<file path="config.mk">
export PLATFORM = sky130hd
export DESIGN_NAME = hsts_top
export DESIGN_NICKNAME = d
export VERILOG_FILES = /design/src/hsts_pkg.sv /design/src/hsts_strap_cap.sv /design/src/hsts_clk_sel.sv /design/src/hsts_top.sv
export VERILOG_INCLUDE_DIRS = /design/src
export SDC_FILE = /design/constraint.sdc
export NUM_CORES = 1
export LEC_CHECK = 0
export ABC_AREA = 0
export ABC_CLOCK_PERIOD_IN_PS = 1950
export BUFFER_PORTS_ARGS = -buffer_cell sky130_fd_sc_hd__buf_2
export CORE_MARGIN = 2
export CORE_UTILIZATION = 50
export DETAILED_ROUTE_END_ITERATION = 10
export PLACE_DENSITY = 0.79
export SLEW_MARGIN = 20
export SYNTH_ARGS = -nofsm -noshare
export SYNTH_HDL_FRONTEND = slang
export SYNTH_HIERARCHICAL = 1
export SYNTH_SLANG_ARGS = --single-unit
</file>
<file path="constraint.sdc">
create_clock -name MCLK_I -period 1.95 [get_ports MCLK_I]
set_input_delay 0.39 -clock MCLK_I [delete_from_list [all_inputs] [get_ports MCLK_I]]
set_output_delay 0.39 -clock MCLK_I [all_outputs]
set_load 0.01 [all_outputs]
</file>
<file path="src/hsts_regs.svh">
// constants for host interface strap select
//
// Notes on behaviour
// RQ1 - capture both protocol straps and boot strap at reset; decode from captured values
// RQ2 - boot high: codes 00 I2C, 01 robot UART, 10 packet UART, 11 SPI
// RQ3 - boot low: bootloader mode, same decode but code 01 reserved
// RQ4 - in SPI mode the low protocol pin becomes the host wake input
// RQ5 - clock source: first strap 0 crystal; 1,1 external; 1,0 internal oscillator
// RQ6 - first clock strap pull-down on at startup, off after sampling a 1
// RQ7 - second clock strap used as pulled-down input only if first read 1
// RQ8 - second clock strap pull-down off after sampling a 1
// RQ9 - board must not pair internal oscillator with either UART mode
// RQ10 - external clock choice needs a 32.768 kHz clock from outside
// RQ11 - I2C mode runs as fast-mode target, up to 400 kb/s
// RQ12 - host interrupt driven low when the device needs host attention
// RQ13 - address-select strap sets lsb of the 7-bit I2C target address
// RQ14 - device held in reset while reset input is low
// RQ15 - auxiliary sensor bus is polled once after reset
// RQ16 - SPI chip select is active low; transfers only while low
// RQ17 - host data pin is I2C data, SPI serial out or UART transmit
// RQ18 - host clock pin is I2C clock, SPI clock or UART receive
// RQ19 - address-select pin is SPI serial data input in SPI mode
// RQ20 - I2C target address is 0x4A or 0x4B by address strap
// RQ21 - address-select pin captured at reset, tied fixed by the board
// RQ22 - captured straps hold until next reset, wake input excepted
// RQ23 - reserved bootloader code enables no interface, host pins undriven
`ifndef HSTS_REGS_SVH
`define HSTS_REGS_SVH
`define HSTS_CLK_MHZ 200
`define HSTS_SETTLE_NS 1000
`define HSTS_SETTLE_CYC ((`HSTS_SETTLE_NS * `HSTS_CLK_MHZ + 999) / 1000)
`define HSTS_SETTLE_LAST 8'(`HSTS_SETTLE_CYC - 1)
`define HSTS_I2C_MAX_KBPS 400
`define HSTS_I2C_MIN_BIT_CYC 10'((`HSTS_CLK_MHZ * 1000 + `HSTS_I2C_MAX_KBPS - 1) / `HSTS_I2C_MAX_KBPS)
`define HSTS_I2C_ADDR_HI 6'h25
`define HSTS_CODE_RSVD 2'h1
`define HSTS_PIN_IDLE '{o: 1'b0, oe: 1'b0}
`define HSTS_STRAP_RST '{mode: HSTS_NONE, boot: 1'b0, lsb: 1'b0, done: 1'b0}
`define HSTS_CLK_RST '{state: CS_SETTLE_A, cnt: 8'h00, pd_a: 1'b1, pd_b: 1'b0, \
  xtal: 1'b0, src: HSTS_SRC_UNK, done: 1'b0}
`define HSTS_TOP_RST '{data: `HSTS_PIN_IDLE, clk: `HSTS_PIN_IDLE, irq_n: 1'b1, \
  wake: 1'b0, spi_sel: 1'b0, i2c_sda: 1'b1, i2c_scl: 1'b1, spi_sck: 1'b0, \
  spi_mosi: 1'b0, uart_rx: 1'b1, i2c_addr: 7'h00, i2c_bit: 10'h000, poll: 1'b0, \
  polled: 1'b0, conflict: 1'b0}
`endif

</file>
<file path="src/hsts_pkg.sv">
// types for host interface strap select
package hsts_pkg;
  typedef enum logic [2:0] {
    HSTS_I2C    = 3'b000,
    HSTS_ROBOT  = 3'b001,
    HSTS_PACKET = 3'b010,
    HSTS_SPI    = 3'b011,
    HSTS_NONE   = 3'b100
  } hsts_mode_e;
  typedef enum logic [1:0] {
    HSTS_SRC_XTAL = 2'b00,
    HSTS_SRC_EXT  = 2'b01,
    HSTS_SRC_INT  = 2'b10,
    HSTS_SRC_UNK  = 2'b11
  } hsts_clk_e;
  typedef enum logic [1:0] {
    CS_SETTLE_A = 2'b00,
    CS_SETTLE_B = 2'b01,
    CS_DONE     = 2'b10
  } hsts_cst_e;
  typedef struct packed {
    logic o;
    logic oe;
  } hsts_pin_s;
  typedef struct packed {
    hsts_mode_e mode;
    logic       boot;
    logic       lsb;
    logic       done;
  } hsts_strap_s;
  typedef struct packed {
    hsts_cst_e  state;
    logic [7:0] cnt;
    logic       pd_a;
    logic       pd_b;
    logic       xtal;
    hsts_clk_e  src;
    logic       done;
  } hsts_clk_s;
  typedef struct packed {
    hsts_pin_s  data;
    hsts_pin_s  clk;
    logic       irq_n;
    logic       wake;
    logic       spi_sel;
    logic       i2c_sda;
    logic       i2c_scl;
    logic       spi_sck;
    logic       spi_mosi;
    logic       uart_rx;
    logic [6:0] i2c_addr;
    logic [9:0] i2c_bit;
    logic       poll;
    logic       polled;
    logic       conflict;
  } hsts_top_s;
endpackage

</file>
<file path="src/hsts_strap_cap.sv">
// one-shot capture and decode of protocol, boot and address straps
`timescale 1ns/100ps
`include "hsts_regs.svh"
module hsts_strap_cap import hsts_pkg::*; (
  // clock and reset
  input  wire logic  clk_i,
  input  wire logic  rst_n_i,
  // strap pins
  input  wire logic  hi_i,
  input  wire logic  lo_i,
  input  wire logic  boot_n_i,
  input  wire logic  lsb_i,
  // captured straps
  output hsts_strap_s strap_o
);
  hsts_strap_s st;
  hsts_strap_s next_st;
  logic [1:0]  code;

  always_comb begin
    code    = {hi_i, lo_i};
    next_st = st;
    // async reset cannot load pins, so capture on the first edge after release
    if (!st.done) begin // RQ1
      next_st.done = 1'b1;
      next_st.boot = !boot_n_i;
      next_st.lsb  = lsb_i; // RQ21
      next_st.mode = hsts_mode_e'({1'b0, code}); // RQ2
      if (!boot_n_i && code == `HSTS_CODE_RSVD) begin
        next_st.mode = HSTS_NONE; // RQ3 RQ23
      end
    end
  end

  always_ff @(posedge clk_i or negedge rst_n_i) begin
    if (!rst_n_i) begin
      st <= `HSTS_STRAP_RST; // RQ14
    end else begin
      st <= next_st; // RQ22
    end
  end

  assign strap_o = st;
endmodule

</file>
<file path="src/hsts_clk_sel.sv">
// clock source strap sequencing with pull-down control
`timescale 1ns/100ps
`include "hsts_regs.svh"
module hsts_clk_sel import hsts_pkg::*; (
  // clock and reset
  input  wire logic clk_i,
  input  wire logic rst_n_i,
  // clock select straps
  input  wire logic sel_a_i,
  input  wire logic sel_b_i,
  // result
  output hsts_clk_s clk_o
);
  hsts_clk_s st;
  hsts_clk_s next_st;

  always_comb begin
    next_st = st;
    case (st.state)
      CS_SETTLE_A: begin
        // let the pull-down settle before trusting the pin
        next_st.cnt = st.cnt + 8'h01;
        if (st.cnt == `HSTS_SETTLE_LAST) begin
          next_st.cnt = 8'h00;
          if (sel_a_i) begin
            next_st.pd_a  = 1'b0; // RQ6
            next_st.pd_b  = 1'b1; // RQ7
            next_st.state = CS_SETTLE_B;
          end else begin
            next_st.src   = HSTS_SRC_XTAL; // RQ5
            next_st.xtal  = 1'b1;
            next_st.done  = 1'b1;
            next_st.state = CS_DONE;
          end
        end
      end
      CS_SETTLE_B: begin
        next_st.cnt = st.cnt + 8'h01;
        if (st.cnt == `HSTS_SETTLE_LAST) begin
          next_st.src   = sel_b_i ? HSTS_SRC_EXT : HSTS_SRC_INT; // RQ5
          next_st.pd_b  = !sel_b_i; // RQ8
          next_st.done  = 1'b1;
          next_st.state = CS_DONE;
        end
      end
      CS_DONE: begin
        next_st.cnt = 8'h00;
      end
      default: begin
        next_st = `HSTS_CLK_RST;
      end
    endcase
  end

  always_ff @(posedge clk_i or negedge rst_n_i) begin
    if (!rst_n_i) begin
      st <= `HSTS_CLK_RST; // RQ6
    end else begin
      st <= next_st;
    end
  end

  assign clk_o = st;
endmodule

</file>
<file path="src/hsts_top.sv">
// host interface strap select and shared host pin routing
`timescale 1ns/100ps
`include "hsts_regs.svh"
module hsts_top import hsts_pkg::*; (
  // clock and reset
  input  wire logic       MCLK_I,
  input  wire logic       RST_N_I,
  // strap and select pins
  input  wire logic       PROTO_SEL_HI_I,
  input  wire logic       PROTO_SEL_LO_OR_WAKE_I,
  input  wire logic       BOOT_LOADER_SEL_N_I,
  input  wire logic       ADDR_LSB_OR_SERIAL_IN_I,
  input  wire logic       CLK_SRC_SEL_A_I,
  input  wire logic       SLOW_XTAL_OUT_OR_SEL_B_I,
  input  wire logic       HOST_CHIP_SEL_N_I,
  // shared host pins
  input  wire logic       HOST_DATA_I,
  output logic            HOST_DATA_O,
  output logic            HOST_DATA_OE_O,
  input  wire logic       HOST_CLK_I,
  output logic            HOST_CLK_O,
  output logic            HOST_CLK_OE_O,
  output logic            HOST_IRQ_N_O,
  // protocol engine side
  input  wire logic       IRQ_REQ_I,
  input  wire logic       I2C_SDA_LOW_I,
  input  wire logic       I2C_SCL_LOW_I,
  input  wire logic       SPI_MISO_I,
  input  wire logic       UART_TX_I,
  output logic            I2C_SDA_O,
  output logic            I2C_SCL_O,
  output logic            SPI_SCK_O,
  output logic            SPI_MOSI_O,
  output logic            SPI_SEL_O,
  output logic            UART_RX_O,
  output logic            WAKE_O,
  // configuration and status
  output hsts_mode_e      MODE_O,
  output logic            BOOT_LOADER_O,
  output logic [6:0]      I2C_ADDR_O,
  output logic [9:0]      I2C_BIT_CYC_O,
  output hsts_clk_e       CLK_SRC_O,
  output logic            CLK_SRC_VALID_O,
  output logic            PD_A_EN_O,
  output logic            PD_B_EN_O,
  output logic            XTAL_EN_O,
  output logic            AUX_POLL_START_O,
  output logic            CFG_CONFLICT_O
);
  hsts_top_s   st;
  hsts_top_s   next_st;
  hsts_strap_s strap;
  hsts_clk_s   csel;
  logic        is_uart;
  logic        ready;

  hsts_strap_cap u_strap (
    .clk_i    (MCLK_I),
    .rst_n_i  (RST_N_I),
    .hi_i     (PROTO_SEL_HI_I),
    .lo_i     (PROTO_SEL_LO_OR_WAKE_I),
    .boot_n_i (BOOT_LOADER_SEL_N_I),
    .lsb_i    (ADDR_LSB_OR_SERIAL_IN_I),
    .strap_o  (strap)
  );

  hsts_clk_sel u_clk (
    .clk_i   (MCLK_I),
    .rst_n_i (RST_N_I),
    .sel_a_i (CLK_SRC_SEL_A_I),
    .sel_b_i (SLOW_XTAL_OUT_OR_SEL_B_I),
    .clk_o   (csel)
  );

  always_comb begin
    is_uart = strap.mode == HSTS_ROBOT || strap.mode == HSTS_PACKET;
    ready   = strap.done && csel.done;
    next_st = st;
    // idle levels each cycle so a deselected engine sees a quiet bus
    next_st.data     = `HSTS_PIN_IDLE;
    next_st.clk      = `HSTS_PIN_IDLE;
    next_st.wake     = 1'b0;
    next_st.spi_sel  = 1'b0;
    next_st.i2c_sda  = 1'b1;
    next_st.i2c_scl  = 1'b1;
    next_st.spi_sck  = 1'b0;
    next_st.spi_mosi = 1'b0;
    next_st.uart_rx  = 1'b1;
    next_st.i2c_addr = 7'h00;
    next_st.i2c_bit  = 10'h000;
    next_st.poll     = 1'b0;
    case (strap.mode)
      HSTS_I2C: begin
        // open drain: only ever pull low, the board pull-ups make the high
        next_st.data.oe  = I2C_SDA_LOW_I; // RQ17
        next_st.clk.oe   = I2C_SCL_LOW_I; // RQ18
        next_st.i2c_sda  = HOST_DATA_I;
        next_st.i2c_scl  = HOST_CLK_I;
        next_st.i2c_addr = {`HSTS_I2C_ADDR_HI, strap.lsb}; // RQ13 RQ20
        next_st.i2c_bit  = `HSTS_I2C_MIN_BIT_CYC; // RQ11
      end
      HSTS_SPI: begin
        next_st.spi_sel  = !HOST_CHIP_SEL_N_I; // RQ16
        next_st.data.o   = SPI_MISO_I; // RQ17
        next_st.data.oe  = !HOST_CHIP_SEL_N_I; // RQ16
        next_st.spi_sck  = HOST_CLK_I; // RQ18
        next_st.spi_mosi = ADDR_LSB_OR_SERIAL_IN_I; // RQ19
        next_st.wake     = PROTO_SEL_LO_OR_WAKE_I; // RQ4
      end
      HSTS_ROBOT, HSTS_PACKET: begin
        next_st.data.o  = UART_TX_I; // RQ17
        next_st.data.oe = 1'b1;
        next_st.uart_rx = HOST_CLK_I; // RQ18
      end
      default: begin
        next_st.data = `HSTS_PIN_IDLE; // RQ23
        next_st.clk  = `HSTS_PIN_IDLE;
      end
    endcase
    // masked until straps are known, so reset glitches never reach the host
    next_st.irq_n = !(strap.done && IRQ_REQ_I); // RQ12
    if (ready && !st.polled) begin
      next_st.poll   = 1'b1; // RQ15
      next_st.polled = 1'b1;
    end
    // flags a board fault only; the interface is still enabled as strapped
    next_st.conflict = csel.done && csel.src == HSTS_SRC_INT && is_uart; // RQ9
  end

  always_ff @(posedge MCLK_I or negedge RST_N_I) begin
    if (!RST_N_I) begin
      st <= `HSTS_TOP_RST; // RQ14
    end else begin
      st <= next_st;
    end
  end

  assign HOST_DATA_O      = st.data.o;
  assign HOST_DATA_OE_O   = st.data.oe;
  assign HOST_CLK_O       = st.clk.o;
  assign HOST_CLK_OE_O    = st.clk.oe;
  assign HOST_IRQ_N_O     = st.irq_n;
  assign I2C_SDA_O        = st.i2c_sda;
  assign I2C_SCL_O        = st.i2c_scl;
  assign SPI_SCK_O        = st.spi_sck;
  assign SPI_MOSI_O       = st.spi_mosi;
  assign SPI_SEL_O        = st.spi_sel;
  assign UART_RX_O        = st.uart_rx;
  assign WAKE_O           = st.wake;
  assign MODE_O           = strap.mode;
  assign BOOT_LOADER_O    = strap.boot;
  assign I2C_ADDR_O       = st.i2c_addr;
  assign I2C_BIT_CYC_O    = st.i2c_bit;
  assign CLK_SRC_O        = csel.src;
  assign CLK_SRC_VALID_O  = csel.done;
  assign PD_A_EN_O        = csel.pd_a;
  assign PD_B_EN_O        = csel.pd_b;
  assign XTAL_EN_O        = csel.xtal;
  assign AUX_POLL_START_O = st.poll;
  assign CFG_CONFLICT_O   = st.conflict;
endmodule

</file>
# Yosys cells after proc, flatten, opt, wreduce, memory -nomap -nowiden
# Cells that the tools add are included.
[word_totals]
ff_bits = 53
inputBits = 16
wordCells = 87
[op_classes]
addsub = 1
n_eq_ne = 12
muxes = 24
bitwise_logic = 2
reduce_logical = 21
[ops]
columns = ["op", "n"]
rows = [
  ["$mux W17", 1],
  ["$mux W16", 1],
  ["$mux W2", 8],
  ["$pmux W8 S2", 1],
  ["$pmux W3 S3", 1],
  ["$reduce_and A3 Y1", 3],
  ["$add A8 B1 Y8 const B", 1],
  ["$eq A8 B8 Y1 const B", 1],
  ["$reduce_and A4 Y1", 2],
  ["$eq A3 B2 Y1 const B", 2],
  ["$logic_and A1 B1 Y1", 6],
  ["$mux W3", 2],
  ["$pmux W1 S2", 3],
  ["$pmux W1 S3", 2],
  ["$pmux W2 S3", 1],
  ["$logic_not A1 Y1", 5],
  ["$eq A2 B1 Y1 const B", 2],
  ["$eq A2 B2 Y1 const B", 2],
  ["$mux W4", 1],
  ["$ne A2 B1 Y1 const B", 2],
  ["$ne A2 B2 Y1 const B", 2],
  ["$reduce_or A2 Y1", 2],
  ["$eq A3 B1 Y1 const B", 1],
  ["$logic_not A3 Y1", 1],
  ["other kinds (4)", 7],
]

# Depth between registers and ports, before layout
[logic_depth]
word_depth = 4
ltp_mapped = 6

# Cells and area by module
# The synthesis kept the hierarchy.
[modules_own_cells]
columns = ["module", "n_inst", "cells_each", "area_per_inst_um2"]
rows = [
  ["hsts_clk_sel", 1, 77, 810.8],
  ["hsts_top", 1, 60, 720.7],
  ["hsts_strap_cap", 1, 18, 242.7],
]

# Least setup slack after synthesis
# OpenSTA, ideal clock, no wires.
[synth_timing]
path_kind = "reg-to-reg"
start = "register u_clk.st (netlist bit u_clk/clk_o[9])"
end = "register u_clk.st (netlist bit u_clk/clk_o[1])"
arrival_time_ns = 1.558
path_slack_ns = 0.311
path_stages_with_launch = 5
path_buffers = 1
synth_period_minus_slack_ns = 1.639
path_cell_list = "dfrtp_1 -> or3_1 -> buf_6 -> or4_4 -> o211ai_1"
[synth_via]
elab_chain_cells = 3
word_cells_on_any_way = 4
[synth_rtl]
columns = ["element", "line_no", "text"]
rows = [
  ["from (decl)", "hsts_clk_sel.sv:14", "hsts_clk_s st;"],
  ["from (signal assigned)", "hsts_clk_sel.sv:57", "st <= `HSTS_CLK_RST;"],
  ["from (signal assigned)", "hsts_clk_sel.sv:59", "st <= next_st;"],
  ["$eq A8 B8 Y1 (no source line) (*)", "--", ""],
  ["$ne A2 B1 Y1 (no source line)", "--", ""],
  ["$reduce_and A4 Y1 (no source line) (*)", "--", ""],
]
# Every way passes the cells marked *; elsewhere a longest branch is shown, timed or not.
# A chain may end at the register's enable or synchronous reset.

# Final worst setup path
[layout_timing]
start = "register u_clk.st (netlist bit u_clk/clk_o[6])"
end = "register u_clk.st (netlist bit u_clk/clk_o[4])"
# The elaborated chain is that of the path after synthesis.

==> flow_metrics.py <==
metrics = {
    "run_status": {
        "status": "finished clean",
    },
    "global_routing": {
        "grt_pass1_wl_microns": 5161,
        "grt_pass1_vias": 1182,
        "grt_usage_pct": 16.44,
        "grt_remaining_overflow": 0,
        "antenna_found_initial": 0,
        "grt_start_max_net_pins": 39,
    },
    "routing": {
        "route.vias.total": 1254,
        "wire_per_inst_microns": 12.85,
        "dr.pass1.iters": 4,
        "ant_nets": 0,
        "drt_wl_total_microns": 3123,
        "drc_errors": 0,
        "via_per_inst": 5.160,
        "drt_iter0_markers": 82,
    },
    "setup_path": {
        "cp-end-kind": "flop",
        "crit_fanout": 7,
        "start_kind": "flop",
        "crit_required_ns": 2.23,
        "worstPathArrival_ns": 2.06,
        "path_class": "flop to flop",
        "r2r_setup_slack_ns": 0.18,
    },
    "cells_and_area": {
        "n_fill_cell": 270,
        "largest_reg_flops": 16,
        "final_area_sq_mm": 0.002039,
        "drive_above_1_share_pct": 37.56,
        "final_util_pct": 60.64,
        "area_growth_pct": 14.95,
        "num-nets-final": 216,
        "antenna_cells": 0,
    },
    "power_and_ir_drop": {
        "p_comb_share_pct": 9.5,
        "power.share.clock_pct": 40.5,
        "seqPwrFrac_pct": 50.1,
        "peakVddDrop_v": 0.0004936,
        "netSwitchingFraction_pct": 22.04,
        "power.density_mw_per_mm2": 837.6,
        "power.leakage_nw": 0.9915,
        "power.internal_mw": 1.332,
        "p_sw_mw": 0.3765,
    },
    "placed_design": {
        "place_ws_ns": 0.2213,
        "portBuffers": 48,
        "dp_hpwl_microns": 2270,
        "gp_congestion": 0.8815,
        "placed_cell_area_sq_mm": 0.001928,
    },
    "timing": {
        "final.setup.worst_slack_ns": 0.1761,
        "hold_violations": 0,
        "skew_ns": 0.007453,
        "fin_crit_sh_pct": 90.97,
        "setup_viol": 0,
        "rsz0062_at_grt": "false",
        "finalSetupTns_ns": 0,
        "post-route-min-period_ns": 1.774,
        "relSlewSlack_pct": 64.37,
        "fmax_mhz": 563.7,
        "tightest_slew_ns": 0.5210,
        "slew_viol_final": 0,
    },
    "floorplan": {
        "die_w_microns": 63.57,
        "die_y_microns": 63.57,
        "ios": 57,
        "fp.coreArea_sq_mm": 0.003363,
        "initial_core_util_pct": 52.75,
        "die_area_sq_mm": 0.004041,
        "rows": 21,
    },
    "logic_synthesis": {
        "netlist.area_leader.share_pct": 42.31,
        "ys.flop_type": "dfrtp_1",
        "synthTopCellsByArea": "dfrtp_1, dfstp_2, buf_4",
        "ys_ff_latch": 38,
        "yosysUniqueCellTypes": 44,
        "synthArstFlopShare_pct": 100.0,
        "syn-cell-area_sq_mm": 0.001774,
        "syn_inst": 155,
        "ys_warn_count": 6,
        "synth_edf_count": 0,
        "ys_seq_area_share_pct": 54.16,
        "synth_area_per_cell_sq_um": 11.45,
        "synth_top_cell_by_area": "dfrtp_1",
    },
    "clock_tree": {
        "cts_buffers": 5,
        "cts_tree": "done",
        "clk_transition_reported_paths_ns": 0.11,
        "cts_resized": 0,
        "post-cts-setup-buffer-count": 0,
        "cts_max_level": 2,
        "clkLatencyLatePin_ns": 0.34,
        "root_buffer": "clkbuf_4",
        "clock_path_buffers": 2,
        "cts.sinks": 38,
        "hold_buffers": 0,
    },
    "job": {
        "max-cap-violations": 0,
    },
    "min_path": {
        "hp-class": "primary input to asynchronous set/reset pin",
    },
}
[worst max-delay path: stages (launching register included)]
cell	delay [ns]
dfrtp_1	0.39
ha_1	0.24
nand4_1	0.28
buf_4	0.25
nor4_1	0.31
o221a_2	0.24
[final timing paths]
check | startpoint | cells past startpoint | to
worst max-delay path | u_clk/clk_o[6] | 5 | u_clk/clk_o[4]
worst min-delay path | RST_N_I | 2 | u_strap/strap_o[2]
worst max register to register | u_clk/clk_o[6] | 5 | u_clk/clk_o[4]
worst min register to register | st[1] | 1 | AUX_POLL_START_O
max in group asynchronous | RST_N_I | 2 | u_clk/clk_o[5]
min in group MCLK_I | IRQ_REQ_I | 2 | HOST_IRQ_N_O
[cells in the mapped netlist (2+ instances only)]
cell type,number
nand3_1,3
nand2b_1,3
nor2_1,2
buf_4,18
ha_1,4
nor4_1,3
and2_1,5
dfstp_2,8
mux2_4,2
inv_1,6
a22oi_1,3
o21ai_0,9
o31ai_1,2
o211ai_1,2
nor3_1,2
a21oi_1,5
nand2_1,9
nand4_1,2
nor2b_1,2
or3_1,7
conb_1,2
buf_6,4
xor2_1,2
dfrtp_1,30
[cells by family after synthesis]
| family | share of synthesized area (%) |
|---|---|
| adders and majority gates | 2.821 |
| muxes | 2.257 |
| AOI/OAI and AO/OA | 13.26 |
| other | 0.4233 |
| DFF | 54.16 |
| buffers and inverters | 11.71 |
| and+or+nand+nor | 13.89 |
| xor gates and xnor gates | 1.481 |
[power by group through the flow]
stage	clock (mW)	sequential [mW]	combinational (mW)
CTS	0.713	0.856	0.164
floorplan	0	0.873	0.126
global route	0.749	0.863	0.177
finish	0.691	0.855	0.162
global placement	0	0.869	0.161
detailed placement	0	0.871	0.164
[through the flow]
stage	total power, mW	std cells	hold WS [ns]
after global routing	1.788	243	0.08451
after detailed placement	1.035	235	0.4144
after global placement	1.030	235	0.4023
final	1.708	243	0.07094
after CTS	1.733	243	0.07475
after floorplan	0.9989	162	0.09441
[per-layer routing]
metal,up-vias,part of all wire (%),GRT usage [%]
met5,-,0,0
met4,0,2.4,6.793
met3,10,8.1,5.714
met2,53,48,27.50
met1,591,41,19.16
li1,600,-,-
[area by class of cell]
cell class                      count  area (sq um)  share of cell area [%]
Sequential cell                    38         960.9                   47.12
Multi-Input combinational cell     95         631.9                   30.98
Tap cell                           46         57.56                   2.822
Clock inverter                      2         60.06                   2.945
Timing Repair Buffer               50         255.2                   12.52
Clock buffer                        6         51.30                   2.515
Inverter                            6         22.52                   1.104
[cell usage in the layout (no fill, tap or decap), types with 3 or more instances in the layout]
| cell | netlist | layout |
|---|---|---|
| nand2b_1 | 3 | 3 |
| o21ai_0 | 9 | 9 |
| ha_1 | 4 | 4 |
| nand3_1 | 3 | 3 |
| buf_2 | 0 | 48 |
| nand2_1 | 9 | 9 |
| dfstp_2 | 8 | 8 |
| and2_1 | 5 | 5 |
| a21oi_1 | 5 | 5 |
| or3_1 | 7 | 7 |
| a22oi_1 | 3 | 3 |
| inv_1 | 6 | 6 |
| clkbuf_4 | 0 | 5 |
| dfrtp_1 | 30 | 30 |
| conb_1 | 2 | 9 |
| nor4_1 | 3 | 3 |
(Power assumes the default switching activity.)
